<file path="src/rtl/lodt_consts.svh">
// Offsets, field positions, reset values and widths for the lane output delay tap registers
`ifndef LODT_CONSTS_SVH
`define LODT_CONSTS_SVH

`define LODT_LANE2_IDX 6'h0D
`define LODT_LANE3_IDX 6'h0E
`define LODT_COARSE_IDX 6'h20
`define LODT_ADDR_W 8
`define LODT_LANES 2
`define LODT_DLY_W 9
`define LODT_DLY_MSB 8
`define LODT_CTRL_LSB 13
`define LODT_CTRL_MSB 15
`define LODT_CRSE_BIT 13
`define LODT_DEC_BIT 14
`define LODT_INC_BIT 15
`define LODT_DLY_RESET 9'h000
`define LODT_COARSE_RESET 9'h000
`define LODT_FAB_LSB 18
`define LODT_FAB_MSB 35

`endif

</file>
<file path="src/rtl/lodt_pkg.sv">
// Types shared by the lane output delay tap register bank
package lodt_pkg;

  typedef struct packed {
    logic coarse_select;
    logic step_down;
    logic step_up;
  } lodt_ctrl_t;

  typedef enum logic [1:0] {
    LODT_OP_LOAD,
    LODT_OP_STEP,
    LODT_OP_COARSE
  } lodt_op_t;

  typedef struct packed {
    logic [8:0] lane3_delay_value;
    logic [8:0] lane2_delay_value;
  } lodt_fabric_count_t;

endpackage : lodt_pkg

</file>
<file path="src/rtl/lodt_regs.sv">
// APB register bank for the lane 2 and lane 3 output delay tap settings
//
// Overview of operation
// - Lane 3 read returns applied tap setting
// - Lane 2 read returns applied tap setting
// - Patterns 000/011/100/111 load written value
// - Pattern 001 adds one tap, wraps
// - Pattern 010 subtracts one tap, wraps
// - Pattern 101 adds coarse step modulo 512
// - Pattern 110 subtracts coarse step modulo 512
// - Control bits 13..15, write-only, reset zero
// - Lane 2 register at index 0x0d
// - Lane 3 at index 0x0e, resets zero
// - Lane 3 value equals fabric count out
// - Lane 3 load equals fabric slice load
// - Lane 2 load equals fabric slice load
//
// Design decision made here: register access over APB.
`timescale 1ns/100ps
`default_nettype none
`include "lodt_consts.svh"

module lodt_regs (
  input wire logic core_clk,
  input wire logic rst_b,
  input wire logic psel,
  input wire logic penable,
  input wire logic pwrite,
  input wire logic [`LODT_ADDR_W-1:0] paddr,
  input wire logic [31:0] pwdata,
  input wire logic [3:0] pstrb,
  output logic [31:0] prdata,
  output logic pready,
  output logic pslverr,
  input wire logic [`LODT_LANES-1:0] fabric_load,
  input wire logic [`LODT_FAB_MSB:`LODT_FAB_LSB] fabric_delay_count_in,
  output logic [`LODT_FAB_MSB:`LODT_FAB_LSB] fabric_delay_count_out
);

  logic pready_reg;
  logic pslverr_reg;
  logic [31:0] prdata_reg;
  logic [8:0] coarse_step_reg;
  logic [8:0] delay_reg [`LODT_LANES];
  logic [8:0] delay_next [`LODT_LANES];
  logic [`LODT_LANES-1:0] fab_load_s1_reg;
  logic [`LODT_LANES-1:0] fab_load_s2_reg;
  logic [17:0] fab_in_s1_reg;
  logic [17:0] fab_in_s2_reg;
  lodt_pkg::lodt_fabric_count_t fab_out_reg;

  // Address decode on word index; byte address is four times the index
  wire logic [5:0] word_idx = paddr[7:2];
  wire logic sel_lane2 = (word_idx == `LODT_LANE2_IDX);
  wire logic sel_lane3 = (word_idx == `LODT_LANE3_IDX);
  wire logic sel_coarse = (word_idx == `LODT_COARSE_IDX);
  wire logic addr_hit = sel_lane2 | sel_lane3 | sel_coarse;
  wire logic access = psel & penable;
  wire logic commit = access & pready_reg;
  wire logic wr_commit = commit & pwrite & ~pslverr_reg;
  // Only the two low byte lanes carry defined bits
  wire logic wr_lo = pstrb[0];
  wire logic wr_hi = pstrb[1];
  wire logic [`LODT_LANES-1:0] lane_wr = {wr_commit & sel_lane3, wr_commit & sel_lane2};

  lodt_pkg::lodt_ctrl_t wr_ctrl;
  // The word holds increment at the top and coarse at the bottom, the reverse of the struct order
  assign wr_ctrl = {pwdata[`LODT_CRSE_BIT], pwdata[`LODT_DEC_BIT], pwdata[`LODT_INC_BIT]};

  lodt_pkg::lodt_op_t wr_op;
  assign wr_op = (wr_ctrl.step_up ^ wr_ctrl.step_down) ?
                 (wr_ctrl.coarse_select ? lodt_pkg::LODT_OP_COARSE : lodt_pkg::LODT_OP_STEP) :
                 lodt_pkg::LODT_OP_LOAD;

  wire logic [8:0] step_amount = (wr_op == lodt_pkg::LODT_OP_COARSE) ? coarse_step_reg : 9'h001;
  wire logic step_is_up = wr_ctrl.step_up;

  // The control bits live in byte lane 1, so a step needs that lane; the value byte alone
  // cannot form a full 9-bit load, so a load needs both lanes
  wire logic step_ok = wr_hi & (wr_op != lodt_pkg::LODT_OP_LOAD);
  wire logic load_ok = wr_lo & wr_hi & (wr_op == lodt_pkg::LODT_OP_LOAD);

  genvar g;
  generate
    for (g = 0; g < `LODT_LANES; g++) begin : g_lane
      wire logic [8:0] fab_slice = fab_in_s2_reg[g*9 +: 9];
      wire logic [8:0] up_val = delay_reg[g] + step_amount;
      wire logic [8:0] down_val = delay_reg[g] - step_amount;
      wire logic [8:0] step_val = step_is_up ? up_val : down_val;
      assign delay_next[g] = (lane_wr[g] & step_ok) ? step_val :
                             (lane_wr[g] & load_ok) ? pwdata[`LODT_DLY_MSB:0] :
                             fab_load_s2_reg[g] ? fab_slice :
                             delay_reg[g];

      always_ff @(posedge core_clk or negedge rst_b) begin
        if (!rst_b) begin
          delay_reg[g] <= `LODT_DLY_RESET;
        end else begin
          delay_reg[g] <= delay_next[g];
        end
      end
    end
  endgenerate

  // Fabric inputs come from another clock region; two stages before use
  always_ff @(posedge core_clk or negedge rst_b) begin
    if (!rst_b) begin
      fab_load_s1_reg <= '0;
      fab_load_s2_reg <= '0;
      fab_in_s1_reg <= '0;
      fab_in_s2_reg <= '0;
    end else begin
      fab_load_s1_reg <= fabric_load;
      fab_load_s2_reg <= fab_load_s1_reg;
      fab_in_s1_reg <= fabric_delay_count_in;
      fab_in_s2_reg <= fab_in_s1_reg;
    end
  end

  // Count output mirrors the applied settings
  always_ff @(posedge core_clk or negedge rst_b) begin
    if (!rst_b) begin
      fab_out_reg <= '0;
    end else begin
      fab_out_reg.lane2_delay_value <= delay_next[0];
      fab_out_reg.lane3_delay_value <= delay_next[1];
    end
  end

  always_ff @(posedge core_clk or negedge rst_b) begin
    if (!rst_b) begin
      coarse_step_reg <= `LODT_COARSE_RESET;
    end else if (wr_commit & sel_coarse & wr_lo & wr_hi) begin
      coarse_step_reg <= pwdata[`LODT_DLY_MSB:0];
    end
  end

  // Read data: control bits are write-only and reserved bits read zero
  wire logic [31:0] rd_mux = sel_lane2 ? {23'h000000, delay_reg[0]} :
                             sel_lane3 ? {23'h000000, delay_reg[1]} :
                             sel_coarse ? {23'h000000, coarse_step_reg} :
                             32'h00000000;

  // One wait state: pready rises in the second access cycle, giving time to latch read data
  always_ff @(posedge core_clk or negedge rst_b) begin
    if (!rst_b) begin
      pready_reg <= 1'b0;
      pslverr_reg <= 1'b0;
      prdata_reg <= 32'h00000000;
    end else begin
      pready_reg <= access & ~pready_reg;
      pslverr_reg <= access & ~pready_reg & ~addr_hit;
      if (access & ~pready_reg & ~pwrite) begin
        prdata_reg <= rd_mux;
      end else if (commit) begin
        prdata_reg <= 32'h00000000;
      end
    end
  end

  assign pready = pready_reg;
  assign pslverr = pslverr_reg;
  assign prdata = prdata_reg;
  assign fabric_delay_count_out = fab_out_reg;

endmodule : lodt_regs

`default_nettype wire

</file>
<file path="config.mk">
export PLATFORM = sky130hd
export DESIGN_NAME = lodt_regs
export DESIGN_NICKNAME = d
export VERILOG_FILES = /design/src/rtl/lodt_pkg.sv /design/src/rtl/lodt_regs.sv
export VERILOG_INCLUDE_DIRS = /design/src /design/src/rtl
export SDC_FILE = /design/constraint.sdc
export NUM_CORES = 1
export LEC_CHECK = 0
export BUFFER_PORTS_ARGS = -buffer_cell sky130_fd_sc_hd__buf_2
export CORE_ASPECT_RATIO = 0.6
export CORE_UTILIZATION = 35
export CTS_CLUSTER_SIZE = 16
export DETAILED_ROUTE_END_ITERATION = 16
export GPL_TIMING_DRIVEN = 0
export HOLD_SLACK_MARGIN = 0.02
export PLACE_DENSITY = 0.63
export RECOVER_POWER = 100
export SLEW_MARGIN = 5
export SYNTH_ARGS = -nofsm -noshare
export SYNTH_HDL_FRONTEND = slang
export SYNTH_SLANG_ARGS = --single-unit
</file>
<file path="constraint.sdc">
create_clock -name core_clk -period 4.7 [get_ports core_clk]
set_input_delay 1.41 -clock core_clk [delete_from_list [all_inputs] [get_ports core_clk]]
set_output_delay 1.41 -clock core_clk [all_outputs]
set_load 0.01 [all_outputs]
</file>
# == Yosys cells after proc, flatten, opt, wreduce, memory -nomap -nowiden ==
# Index checks and enable logic that the tools add are counted.
# totals
out_inout_bits,52
latchBits,0
n_memories,0
romBits,0
reg_bits,101
ramBits,0
# classes
n_shift,0
bitwise_logic,26
n_mux,16
reduce_logical,5
n_lt_le_gt_ge,0
add_sub_neg,4
div,0
mul,0
n_eq_ne,4
# op_table
cell,n
$mux 9,12
$mux 32,2
$and 1x1->1,19
$add 9x9->9,2
$sub 9x9->9,2
$eq 6x4->1 const B,2
$eq 6x6->1 const B,1
$reduce_bool 3->1,2
$mux 2,2
$not 1->1,4
$reduce_bool 2->1,2
$eq 2x2->1 const B,1
$logic_not 2->1,1
$or 1x1->1,2
$xor 1x1->1,1

# == Depth between registers and ports, before layout ==
# Gate-level depths: netlist of run 1.
# depth
depth_word,8
ltp_mapped,17
ltp_nobuf,15

# == Worst setup path after synthesis of run 1 ==
# No wires, ideal clock.
# synth_path
path_kind,input -> register
from,input port pwdata[15]
to,"register fab_out_reg, in the netlist fabric_delay_count_out[34]"
path_slack_ps,13
path_stages,16
path_buffers,2
arrival_ps,4583
setup_time_ps,104
path_cell_list,buf_2 xor2_2 and2_2 clkbuf_1 nand2_1 ha_1 nor2b_1 a31o_2 ha_1 a21o_1 a21oi_1 nor2b_1 or4_1 a31oi_1 xor2_1 a221oi_1
# synth_via
elab_chain_cells,7
word_cells_on_any_way,16
# synth_rtl
element,line_no,source
from (decl),lodt_regs.sv:30,"input wire logic [31:0] pwdata,"
$xor 1x1->1,lodt_regs.sv:71,assign wr_op = (wr_ctrl.step_up ^ wr_ctrl.step_down) ?
$mux 2,lodt_regs.sv:71,
$eq 2x2->1 / $logic_not 2->1 (equally long branches),"lodt_regs.sv:75, lodt_regs.sv:81",
$mux 9 / $and 1x1->1 (equally long branches),"lodt_regs.sv:75, lodt_regs.sv:81",
$sub 9x9->9 (tied with other cells),lodt_regs.sv:88,wire logic [8:0] down_val = delay_reg[g] - step_amount;
$mux 9 (on tied branches),"lodt_regs.sv:89, lodt_regs.sv:91",
$mux 9,lodt_regs.sv:90,assign delay_next[g] = (lane_wr[g] & step_ok) ? step_val :
to (decl),lodt_regs.sv:50,lodt_pkg::lodt_fabric_count_t fab_out_reg;
# Parallel ways exist; a longest one is shown, timed or not.
# A chain may end at the register's enable or synchronous reset.

# == Final worst setup path of run 1 ==
# layout_path
from,input port pwdata[15]
to,"register fab_out_reg, in the netlist fabric_delay_count_out[26]"
# The elaborated chain is that of the path after synthesis.

==> flow_metrics.py, run 1 <==
metrics = {
    "final_layout": {
        "n_antenna_cell": 0,
        "drive_gt1_share_pct": 20.46,
        "final_area_sq_um": 5086,
        "fin_nets": 603,
        "instances_no_fill": 678,
        "area_delta_synth_final_pct": 23.14,
        "ff_latch_area_sq_um": 1952,
        "nFillCells": 1135,
        "multi_input_area_sq_um": 1999,
        "final_util_pct": 44.57,
    },
    "floorplan": {
        "die-area_sq_um": 12250,
        "die_h_um": 86.15,
        "core-area_sq_um": 11410,
        "ioPinCount": 121,
        "num_rows": 30,
        "die_w_um": 142.2,
        "initial_core_util_pct": 36.20,
    },
    "logic_synthesis": {
        "yosys.area.top_type_share_pct": 47.26,
        "synth.largest_area_cell": "dfrtp_1",
        "yosysUniqueCellTypes": 58,
        "synthTopCellsByArea": "dfrtp_1, ha_1, buf_4",
        "yosys.cell_count.top_type": "dfrtp_1",
        "netlist_top_cells_count": "dfrtp_1, nand2_1, nor2_1, a21oi_1, buf_4",
        "yosys_warnings": 0,
        "synth_edf_count": 0,
        "yosysSeqAreaShare_pct": 47.26,
        "ys_seq_elements": 78,
        "syn_area_sq_um": 4130,
        "synth.avg_cell_area_sq_um": 10.15,
        "netlist_instances": 407,
        "synthArstFlopShare_pct": 100.0,
        "synthFlopType": "dfrtp_1",
    },
    "power": {
        "total_power_mw": 1.792,
        "peakVddDrop_mv": 0.1803,
        "power_leakage_nw": 2.369,
        "pwr_density_cell_nw_per_um2": 352.3,
    },
    "cts": {
        "cts-root-buf": "clkbuf_16",
        "clockBufferDepth": 2,
        "cts_tree": "yes",
        "htree_levels": 3,
        "clkLatencyLatePin_ns": 0.35,
        "postCtsHoldBufs": 0,
        "cts-buffers-inserted": 9,
        "clkTransAtPathRegs_ns": 0.06,
        "cts_sinks": 78,
    },
    "critical_path": {
        "rr_worst_depth": 13,
        "arrival_ns": 4.74,
        "crit_path_end_kind": "register",
        "start_kind": "input port",
        "r2r-start": "coarse_step_reg[1]",
        "rrSetupSlack_ns": 1.39,
        "reg2reg_to": "fabric_delay_count_out[26]",
        "path_class": "input port to register",
        "critical_path.max_fanout": 10,
        "worstPathRequired_ns": 4.93,
    },
    "run": {
        "drv_cap": 1,
    },
    "sta": {
        "setup-violations-final": 0,
        "holdWs_ns": 0.3462,
        "fin_worst_skew_ns": 0.006672,
        "slew_violations": 35,
        "finalCritPeriodShare_pct": 95.94,
        "relSlewSlack_pct": -14.68,
        "layout_setup_ws_ns": 0.1909,
        "tns_ns": 0,
        "hold_viol": 0,
        "tightest_slew_ns": 1.720,
        "rsz0062_at_grt": "no",
        "fmax_mhz": 221.8,
        "fin_crit_ns": 4.509,
    },
    "min_path": {
        "hold_class": "register to register",
        "whs_path_depth": 0,
        "hold_end": "fab_in_s2_reg[9]",
        "hold_start": "fab_in_s1_reg[9]",
    },
    "route": {
        "firstDrtPassIters": 5,
        "via_per_inst": 4.994,
        "num_vias": 3386,
        "drtIter0Drc": 192,
        "wl_per_cell_um": 16.50,
        "wirelength_mm": 11.19,
        "ant_nets": 0,
        "drc": 0,
    },
    "place": {
        "placedCellCount": 662,
        "port_buffers": 72,
        "place.gp.congestion": 0.8277,
        "pre_cts_ws_ns": -0.8546,
        "placed_cell_area_sq_um": 4803,
        "dpl.hpwl_mm": 8.854,
    },
    "outcome": {
        "violations": "capacitance limit, slew limit",
        "status": "finished with violations",
    },
    "global_routing": {
        "antenna_found_initial": 0,
        "gr-total-overflow": 0,
        "track_usage_pct": 19.63,
        "first_global_vias": 3133,
        "grt_max_degree": 46,
        "grt_first_pass_wirelength_mm": 17.43,
    },
}
-- worst max-delay path, cell delays in order --
cell and delay, ns:
clkbuf_4 0.18, xor2_4 0.23, and2_4 0.23, nand2_1 0.07
ha_1 0.30, o21ai_1 0.27, o31ai_1 0.11, a31oi_1 0.25
ha_1 0.33, a21oi_1 0.17, nor2_1 0.06, a41o_1 0.25
o41ai_2 0.33, xnor2_1 0.23, a21oi_1 0.12, o21a_1 0.19
-- cell families after synthesis --
group / after synthesis / share of synthesized area (%)
other: 1 / 0.09079
buffers and inverters: 50 / 6.725
AO/OA/AOI/OAI: 108 / 17.39
multiplexers: 12 / 3.181
adder cells (fa/ha/maj): 21 / 6.725
AND/OR/NAND/NOR: 120 / 14.84
XOR/XNOR: 17 / 3.787
flip-flops: 78 / 47.26
-- per-layer routing --
metal / GRT usage, % / wire (um) / up-vias
met3: 5.304 / 947 / 11
li1: - / - / 1602
met5: 0 / 0 / -
met2: 26.65 / 4367 / 145
met4: 5.474 / 118 / 0
met1: 29.95 / 5753 / 1628
-- power by group --
group	total, mW	switching (mW)	internal, mW
clock	0.759	0.279	0.480
combinational	0.299	0.173	0.126
sequential	0.734	0.0279	0.706
-- worst max path at each step --
stage	depth (start not counted)	endpoint	start
2_1_floorplan	16	fabric_delay_count_out[34]	pwdata[15]
3_3_place_gp	17	fabric_delay_count_out[26]	pwdata[15]
3_5_place_dp	17	fabric_delay_count_out[26]	pwdata[15]
4_1_cts	16	fabric_delay_count_out[26]	pwdata[15]
5_1_grt	15	fabric_delay_count_out[34]	pwdata[15]
6_report	16	fabric_delay_count_out[26]	pwdata[15]
-- placed cells by master (no fill, tap or decap), types with 4 or more instances in the layout --
cell,n
o21a_1,5
a21o_1,5
nor2b_1,5
xnor2_1,11
a22oi_1,9
nor3b_1,4
mux2_2,9
xor2_1,5
buf_4,24
nand3b_1,5
dfrtp_1,78
buf_2,42
nor2_1,32
nor3_1,6
conb_1,23
o21ai_0,19
nand3_1,4
a21oi_1,26
ha_1,19
a31oi_1,5
o22ai_1,4
inv_1,16
a22o_1,10
clkbuf_1,39
clkbuf_16,9
nand2_1,43
-- final cells by class --
cell class / instances / share of cell area [%]
tap: 160 / 3.936
multi-input combinational: 301 / 39.31
sequential: 78 / 38.38
clock inverter: 5 / 1.624
inverter: 17 / 1.255
timing repair buffer: 74 / 6.568
buffer: 32 / 4.157
clock buffer: 11 / 4.772
-- repair_timing --
action / 4_1_cts / 5_1_grt
pin swaps: 0 / 1
setup endpoints to repair: 5 / 3
endpoints found under the hold margin: 0 / 0
gates resized for setup: 4 / 2
buffers inserted: 0 / 1
No activity file was read; power rests on OpenSTA's default activity.
==> run 2, diff against run 1 <==
--- a/config.mk
+++ b/config.mk
@@ -11,10 +11,10 @@
 export CORE_UTILIZATION = 35
 export CTS_CLUSTER_SIZE = 16
 export DETAILED_ROUTE_END_ITERATION = 16
-export GPL_TIMING_DRIVEN = 0
 export HOLD_SLACK_MARGIN = 0.02
 export PLACE_DENSITY = 0.63
 export RECOVER_POWER = 100
+export SETUP_SLACK_MARGIN = 0.2
 export SLEW_MARGIN = 5
 export SYNTH_ARGS = -nofsm -noshare
 export SYNTH_HDL_FRONTEND = slang
==> flow_metrics.py, run 2 (synthesis results as in run 1) <==
metrics = {
    "cts": {
        "cts_tree": "yes",
        "htree_levels": 3,
        "clkTransAtPathRegs_ns": 0.06,
        "cts-buffers-inserted": 9,
        "clockBufferDepth": 2,
        "cts_sinks": 78,
        "clkLatencyLatePin_ns": 0.34,
        "cts-root-buf": "clkbuf_16",
    },
    "critical_path": {
        "r2r-start": "coarse_step_reg[0]",
        "path_class": "input port to register",
        "reg2reg_to": "fabric_delay_count_out[26]",
        "worstPathRequired_ns": 4.93,
        "arrival_ns": 4.59,
        "rrSetupSlack_ns": 1.46,
        "crit_path_end_kind": "register",
        "start_kind": "input port",
        "rr_worst_depth": 14,
        "critical_path.max_fanout": 5,
    },
    "final_layout": {
        "layout_common_cells": "dfrtp_1, nand2_1, buf_2",
        "area_delta_synth_final_pct": 20.90,
        "fin_nets": 587,
        "final_area_sq_um": 4994,
        "drive_gt1_share_pct": 18.76,
        "final_util_pct": 43.76,
        "layout_commonest_cell": "dfrtp_1",
        "n_antenna_cell": 0,
    },
    "global_routing": {
        "grt_first_pass_wirelength_mm": 17.24,
        "first_global_vias": 3176,
        "antenna_found_initial": 0,
        "grt_max_degree": 79,
        "gr-total-overflow": 0,
        "track_usage_pct": 19.26,
    },
    "route": {
        "drtIter0Drc": 133,
        "drc": 0,
        "wirelength_mm": 11.03,
        "via_per_inst": 5.057,
        "wl_per_cell_um": 16.68,
        "ant_nets": 0,
        "firstDrtPassIters": 5,
        "num_vias": 3343,
    },
    "place": {
        "dpl.hpwl_mm": 8.562,
        "placed_cell_area_sq_um": 4702,
        "place.gp.congestion": 0.8455,
        "port_buffers": 73,
    },
    "outcome": {
        "violations": "capacitance limit, slew limit",
        "status": "finished with violations",
    },
    "sta": {
        "tns_ns": 0,
        "setup-violations-final": 0,
        "fmax_mhz": 229.1,
        "slew_violations": 79,
        "hold_viol": 0,
        "rsz0062_at_grt": "no",
        "fin_crit_ns": 4.366,
        "fin_worst_skew_ns": 0.004099,
        "relSlewSlack_pct": -29.71,
        "tightest_slew_ns": 1.946,
        "holdWs_ns": 0.3453,
        "finalCritPeriodShare_pct": 92.89,
    },
    "floorplan": {
        "initial_core_util_pct": 36.20,
        "die_h_um": 86.15,
        "core-area_sq_um": 11410,
        "ioPinCount": 121,
        "die_w_um": 142.2,
        "die-area_sq_um": 12250,
        "num_rows": 30,
    },
    "min_path": {
        "whs_path_depth": 0,
        "hold_start": "fab_in_s1_reg[6]",
        "hold_end": "fab_in_s2_reg[6]",
        "hold_class": "register to register",
    },
    "run": {
        "drv_cap": 1,
    },
    "power": {
        "pwr_density_cell_nw_per_um2": 364.7,
        "power_leakage_nw": 2.309,
        "peakVddDrop_mv": 0.2200,
    },
}
[run 2: cell count changes in the layout (fill, tap and decap cells not counted), sizes merged]
cell / before / now
bufinv: 2 / 3
buf: 66 / 57
clkbuf: 51 / 44
clkinv: 3 / 1
[run 2: worst max-delay path by stage]
stage	from	end	slack, ns	depth (start not counted)
3_5_place_dp	pwdata[14]	fabric_delay_count_out[26]	-0.10	17
5_1_grt	pwdata[14]	fabric_delay_count_out[26]	0.18	17
4_1_cts	pwdata[14]	fabric_delay_count_out[26]	0.23	17
3_3_place_gp	pwdata[14]	fabric_delay_count_out[26]	-0.04	17
2_1_floorplan	pwdata[15]	fabric_delay_count_out[34]	0.22	16
6_report	pwdata[14]	fabric_delay_count_out[26]	0.33	17
[run 2: final cells by class]
type                            count  area [sq um]
Multi-Input combinational cell    301          1988
Inverter                           17         63.81
Timing Repair Buffer               90         451.7
Clock buffer                       11         242.7
Clock inverter                      4         95.09
Tap cell                          160         200.2
Sequential cell                    78          1952
Fill cell                        1145          6417
[run 2: where the power goes]
group          leakage [nW]  switching (mW)  internal, mW  total [mW]
registers             0.953          0.0296         0.706       0.736
clock network         0.166           0.263         0.529       0.792
logic                  1.19           0.168         0.125       0.293
total                  2.31           0.461          1.36        1.82
[run 2: repair_timing]
item                       in CTS  in global routing
gates resized for setup         0                  4
setup buffers                   0                  1
hold buffers                    0                  0
setup endpoints to repair       0                  1
[run 2: routing by layer]
metal | up-vias | routed length (um) | track usage, %
li1 | 1573 | - | -
met4 | 0 | 99 | 5.865
met5 | - | 0 | 0
met1 | 1638 | 5869 | 29.72
met3 | 10 | 646 | 3.908
met2 | 122 | 4411 | 26.60
[run 2: critical path, stage by stage]
cell and delay, ns:
buf_2 0.17, xor2_4 0.22, and2_2 0.18, nand2_1 0.06, ha_1 0.29, nor2b_1 0.13, a31o_2 0.24, inv_1 0.13
fa_1 0.32, inv_1 0.07, a21o_1 0.18, a41o_1 0.29, o41ai_2 0.28, buf_4 0.17, xnor2_1 0.14, a21oi_1 0.10
o21a_1 0.20
[run 2: metrics by stage]
step | std cells | setup WS [ns] | power (mW)
after floorplan | 429 | 0.2192 | 0.9371
after global placement | 645 | -0.03613 | 1.035
after detailed placement | 645 | -0.1035 | 1.043
after CTS | 660 | 0.2314 | 1.843
after global routing | 661 | 0.1769 | 1.912
final | 661 | 0.3343 | 1.821
==> run 3, diff against run 2 <==
--- a/config.mk
+++ b/config.mk
@@ -7,12 +7,14 @@
 export NUM_CORES = 1
 export LEC_CHECK = 0
 export BUFFER_PORTS_ARGS = -buffer_cell sky130_fd_sc_hd__buf_2
+export CELL_PAD_IN_SITES_DETAIL_PLACEMENT = 1
+export CELL_PAD_IN_SITES_GLOBAL_PLACEMENT = 1
 export CORE_ASPECT_RATIO = 0.6
 export CORE_UTILIZATION = 35
 export CTS_CLUSTER_SIZE = 16
 export DETAILED_ROUTE_END_ITERATION = 16
 export HOLD_SLACK_MARGIN = 0.02
-export PLACE_DENSITY = 0.63
+export PLACE_DENSITY = 0.78
 export RECOVER_POWER = 100
 export SETUP_SLACK_MARGIN = 0.2
 export SLEW_MARGIN = 5
==> flow_metrics.py, run 3 (synthesis results as in run 1) <==
metrics = {
    "outcome": {
        "status": "finished with violations",
        "violations": "capacitance limit, slew limit",
    },
    "global_routing": {
        "gr-total-overflow": 0,
        "grt_use_met1_pct": 31.34,
        "antenna_found_initial": 0,
        "grt_busiest_layer": "met1",
        "use_met3_pct": 5.025,
        "grt.met2_usage_pct": 30.35,
        "grt_first_pass_wirelength_mm": 19.22,
        "first_global_vias": 3556,
        "track_usage_pct": 20.96,
        "grt_max_degree": 79,
    },
    "sta": {
        "setup-violations-final": 0,
        "layout_setup_ws_ns": 0.3379,
        "fin_worst_skew_ns": 0.009604,
        "relSlewSlack_pct": -28.79,
        "fin_crit_ns": 4.362,
        "slew_violations": 79,
        "rsz0062_at_grt": "no",
        "finalCritPeriodShare_pct": 92.81,
        "tightest_slew_ns": 1.932,
        "fmax_mhz": 229.2,
        "hold_viol": 0,
    },
    "final_layout": {
        "ff_latch_area_sq_um": 1952,
        "fin_nets": 584,
        "multi_input_area_sq_um": 1997,
        "drive_gt1_share_pct": 18.44,
        "layout_common_cells": "dfrtp_1, nand2_1, buf_2",
        "area_delta_synth_final_pct": 19.51,
        "nFillCells": 1320,
        "layout_commonest_cell": "dfrtp_1",
        "n_antenna_cell": 0,
        "final_util_pct": 43.26,
        "instances_no_fill": 659,
        "final_area_sq_um": 4936,
    },
    "critical_path": {
        "reg2reg_to": "fabric_delay_count_out[26]",
        "worstPathRequired_ns": 4.93,
        "path_class": "input port to register",
        "rrSetupSlack_ns": 1.48,
        "arrival_ns": 4.59,
        "start_kind": "input port",
        "crit_path_end_kind": "register",
        "critical_path.max_fanout": 5,
        "rr_worst_depth": 14,
        "r2r-start": "coarse_step_reg[2]",
    },
    "cts": {
        "cts_sinks": 78,
        "htree_levels": 3,
        "cts-buffers-inserted": 9,
        "clkLatencyLatePin_ns": 0.34,
        "cts_tree": "yes",
        "clockBufferDepth": 2,
        "clkTransAtPathRegs_ns": 0.06,
        "cts-root-buf": "clkbuf_16",
    },
    "floorplan": {
        "initial_core_util_pct": 36.20,
        "num_rows": 30,
        "core-area_sq_um": 11410,
        "die_h_um": 86.15,
        "ioPinCount": 121,
        "die-area_sq_um": 12250,
        "die_w_um": 142.2,
    },
    "place": {
        "place.gp.congestion": 0.8422,
        "port_buffers": 73,
        "placedCellCount": 642,
        "pre_cts_ws_ns": -0.1420,
        "placed_cell_area_sq_um": 4679,
        "dpl.hpwl_mm": 9.304,
    },
    "route": {
        "via_per_inst": 5.161,
        "drtIter0Drc": 193,
        "drc": 0,
        "num_vias": 3401,
        "wirelength_mm": 11.96,
        "wl_per_cell_um": 18.14,
        "ant_nets": 0,
        "firstDrtPassIters": 4,
    },
    "power": {
        "pwr_density_cell_nw_per_um2": 351.8,
        "total_power_mw": 1.736,
        "peakVddDrop_mv": 0.1845,
        "power_leakage_nw": 2.262,
    },
    "min_path": {
        "hold_class": "register to register",
        "hold_start": "fab_in_s1_reg[15]",
        "whs_path_depth": 0,
        "hold_end": "fab_in_s2_reg[15]",
    },
    "run": {
        "drv_cap": 1,
    },
}
[run 3: cell count changes in the layout (fill, tap and decap cells not counted), moves of 2 or more]
cell	before	now
clkinvlp_4	0	2
buf_4	15	10
clkbuf_1	32	34
bufinv_16	3	1
[run 3: how the worst max path moves through the flow]
stage,startpoint,end,cells after the start
finish,pwdata[14],fabric_delay_count_out[26],17
global route,pwdata[14],fabric_delay_count_out[26],17
CTS,pwdata[14],fabric_delay_count_out[26],17
detailed placement,pwdata[14],fabric_delay_count_out[26],17
global placement,pwdata[14],fabric_delay_count_out[26],17
floorplan,pwdata[15],fabric_delay_count_out[34],16
[run 3: per-layer routing]
metal	share of wire [%]	up-vias
li1	-	1571
met1	50	1700
met2	41	118
met3	7.7	12
met4	0.96	0
met5	0	-
[run 3: what timing repair did]
item,CTS,global route
setup endpoints to repair,1,1
buffers inserted,0,1
gates resized for setup,1,3
hold buffers,0,0
pin swaps,0,0
[run 3: power by group]
group / leakage (nW) / total (mW) / switching [mW] / internal (mW)
Combinational: 1.17 / 0.296 / 0.175 / 0.121
Clock: 0.142 / 0.704 / 0.278 / 0.426
Sequential: 0.953 / 0.736 / 0.0305 / 0.706
Total: 2.26 / 1.74 / 0.484 / 1.25
[run 3: layout make-up]
class,count,area share [%]
multi-input cells,301,40.46
clock buffers,11,4.918
well taps,160,4.056
clock inverters,5,1.191
inverters,17,1.293
repair buffers,87,8.542
flip-flops and latches,78,39.54
[run 3: worst max-delay path: stages]
cell and delay (ns):
buf_2 0.19, xor2_4 0.22, and2_2 0.19, nand2_1 0.05
ha_1 0.30, o21ai_1 0.21, o31ai_1 0.10, a31oi_1 0.25
ha_1 0.31, a21oi_1 0.18, nor2_1 0.06, a41o_1 0.25
o41ai_2 0.24, buf_4 0.18, xnor2_1 0.14, a21oi_1 0.10
o21a_1 0.20
[run 3: per-stage QoR]
stage          hold WS [ns]  setup TNS (ns)
6_report             0.3458               0
5_1_grt              0.3561               0
4_1_cts              0.3486               0
3_5_place_dp         0.3363         -0.1420
3_3_place_gp         0.3341               0
2_1_floorplan        0.3312               0
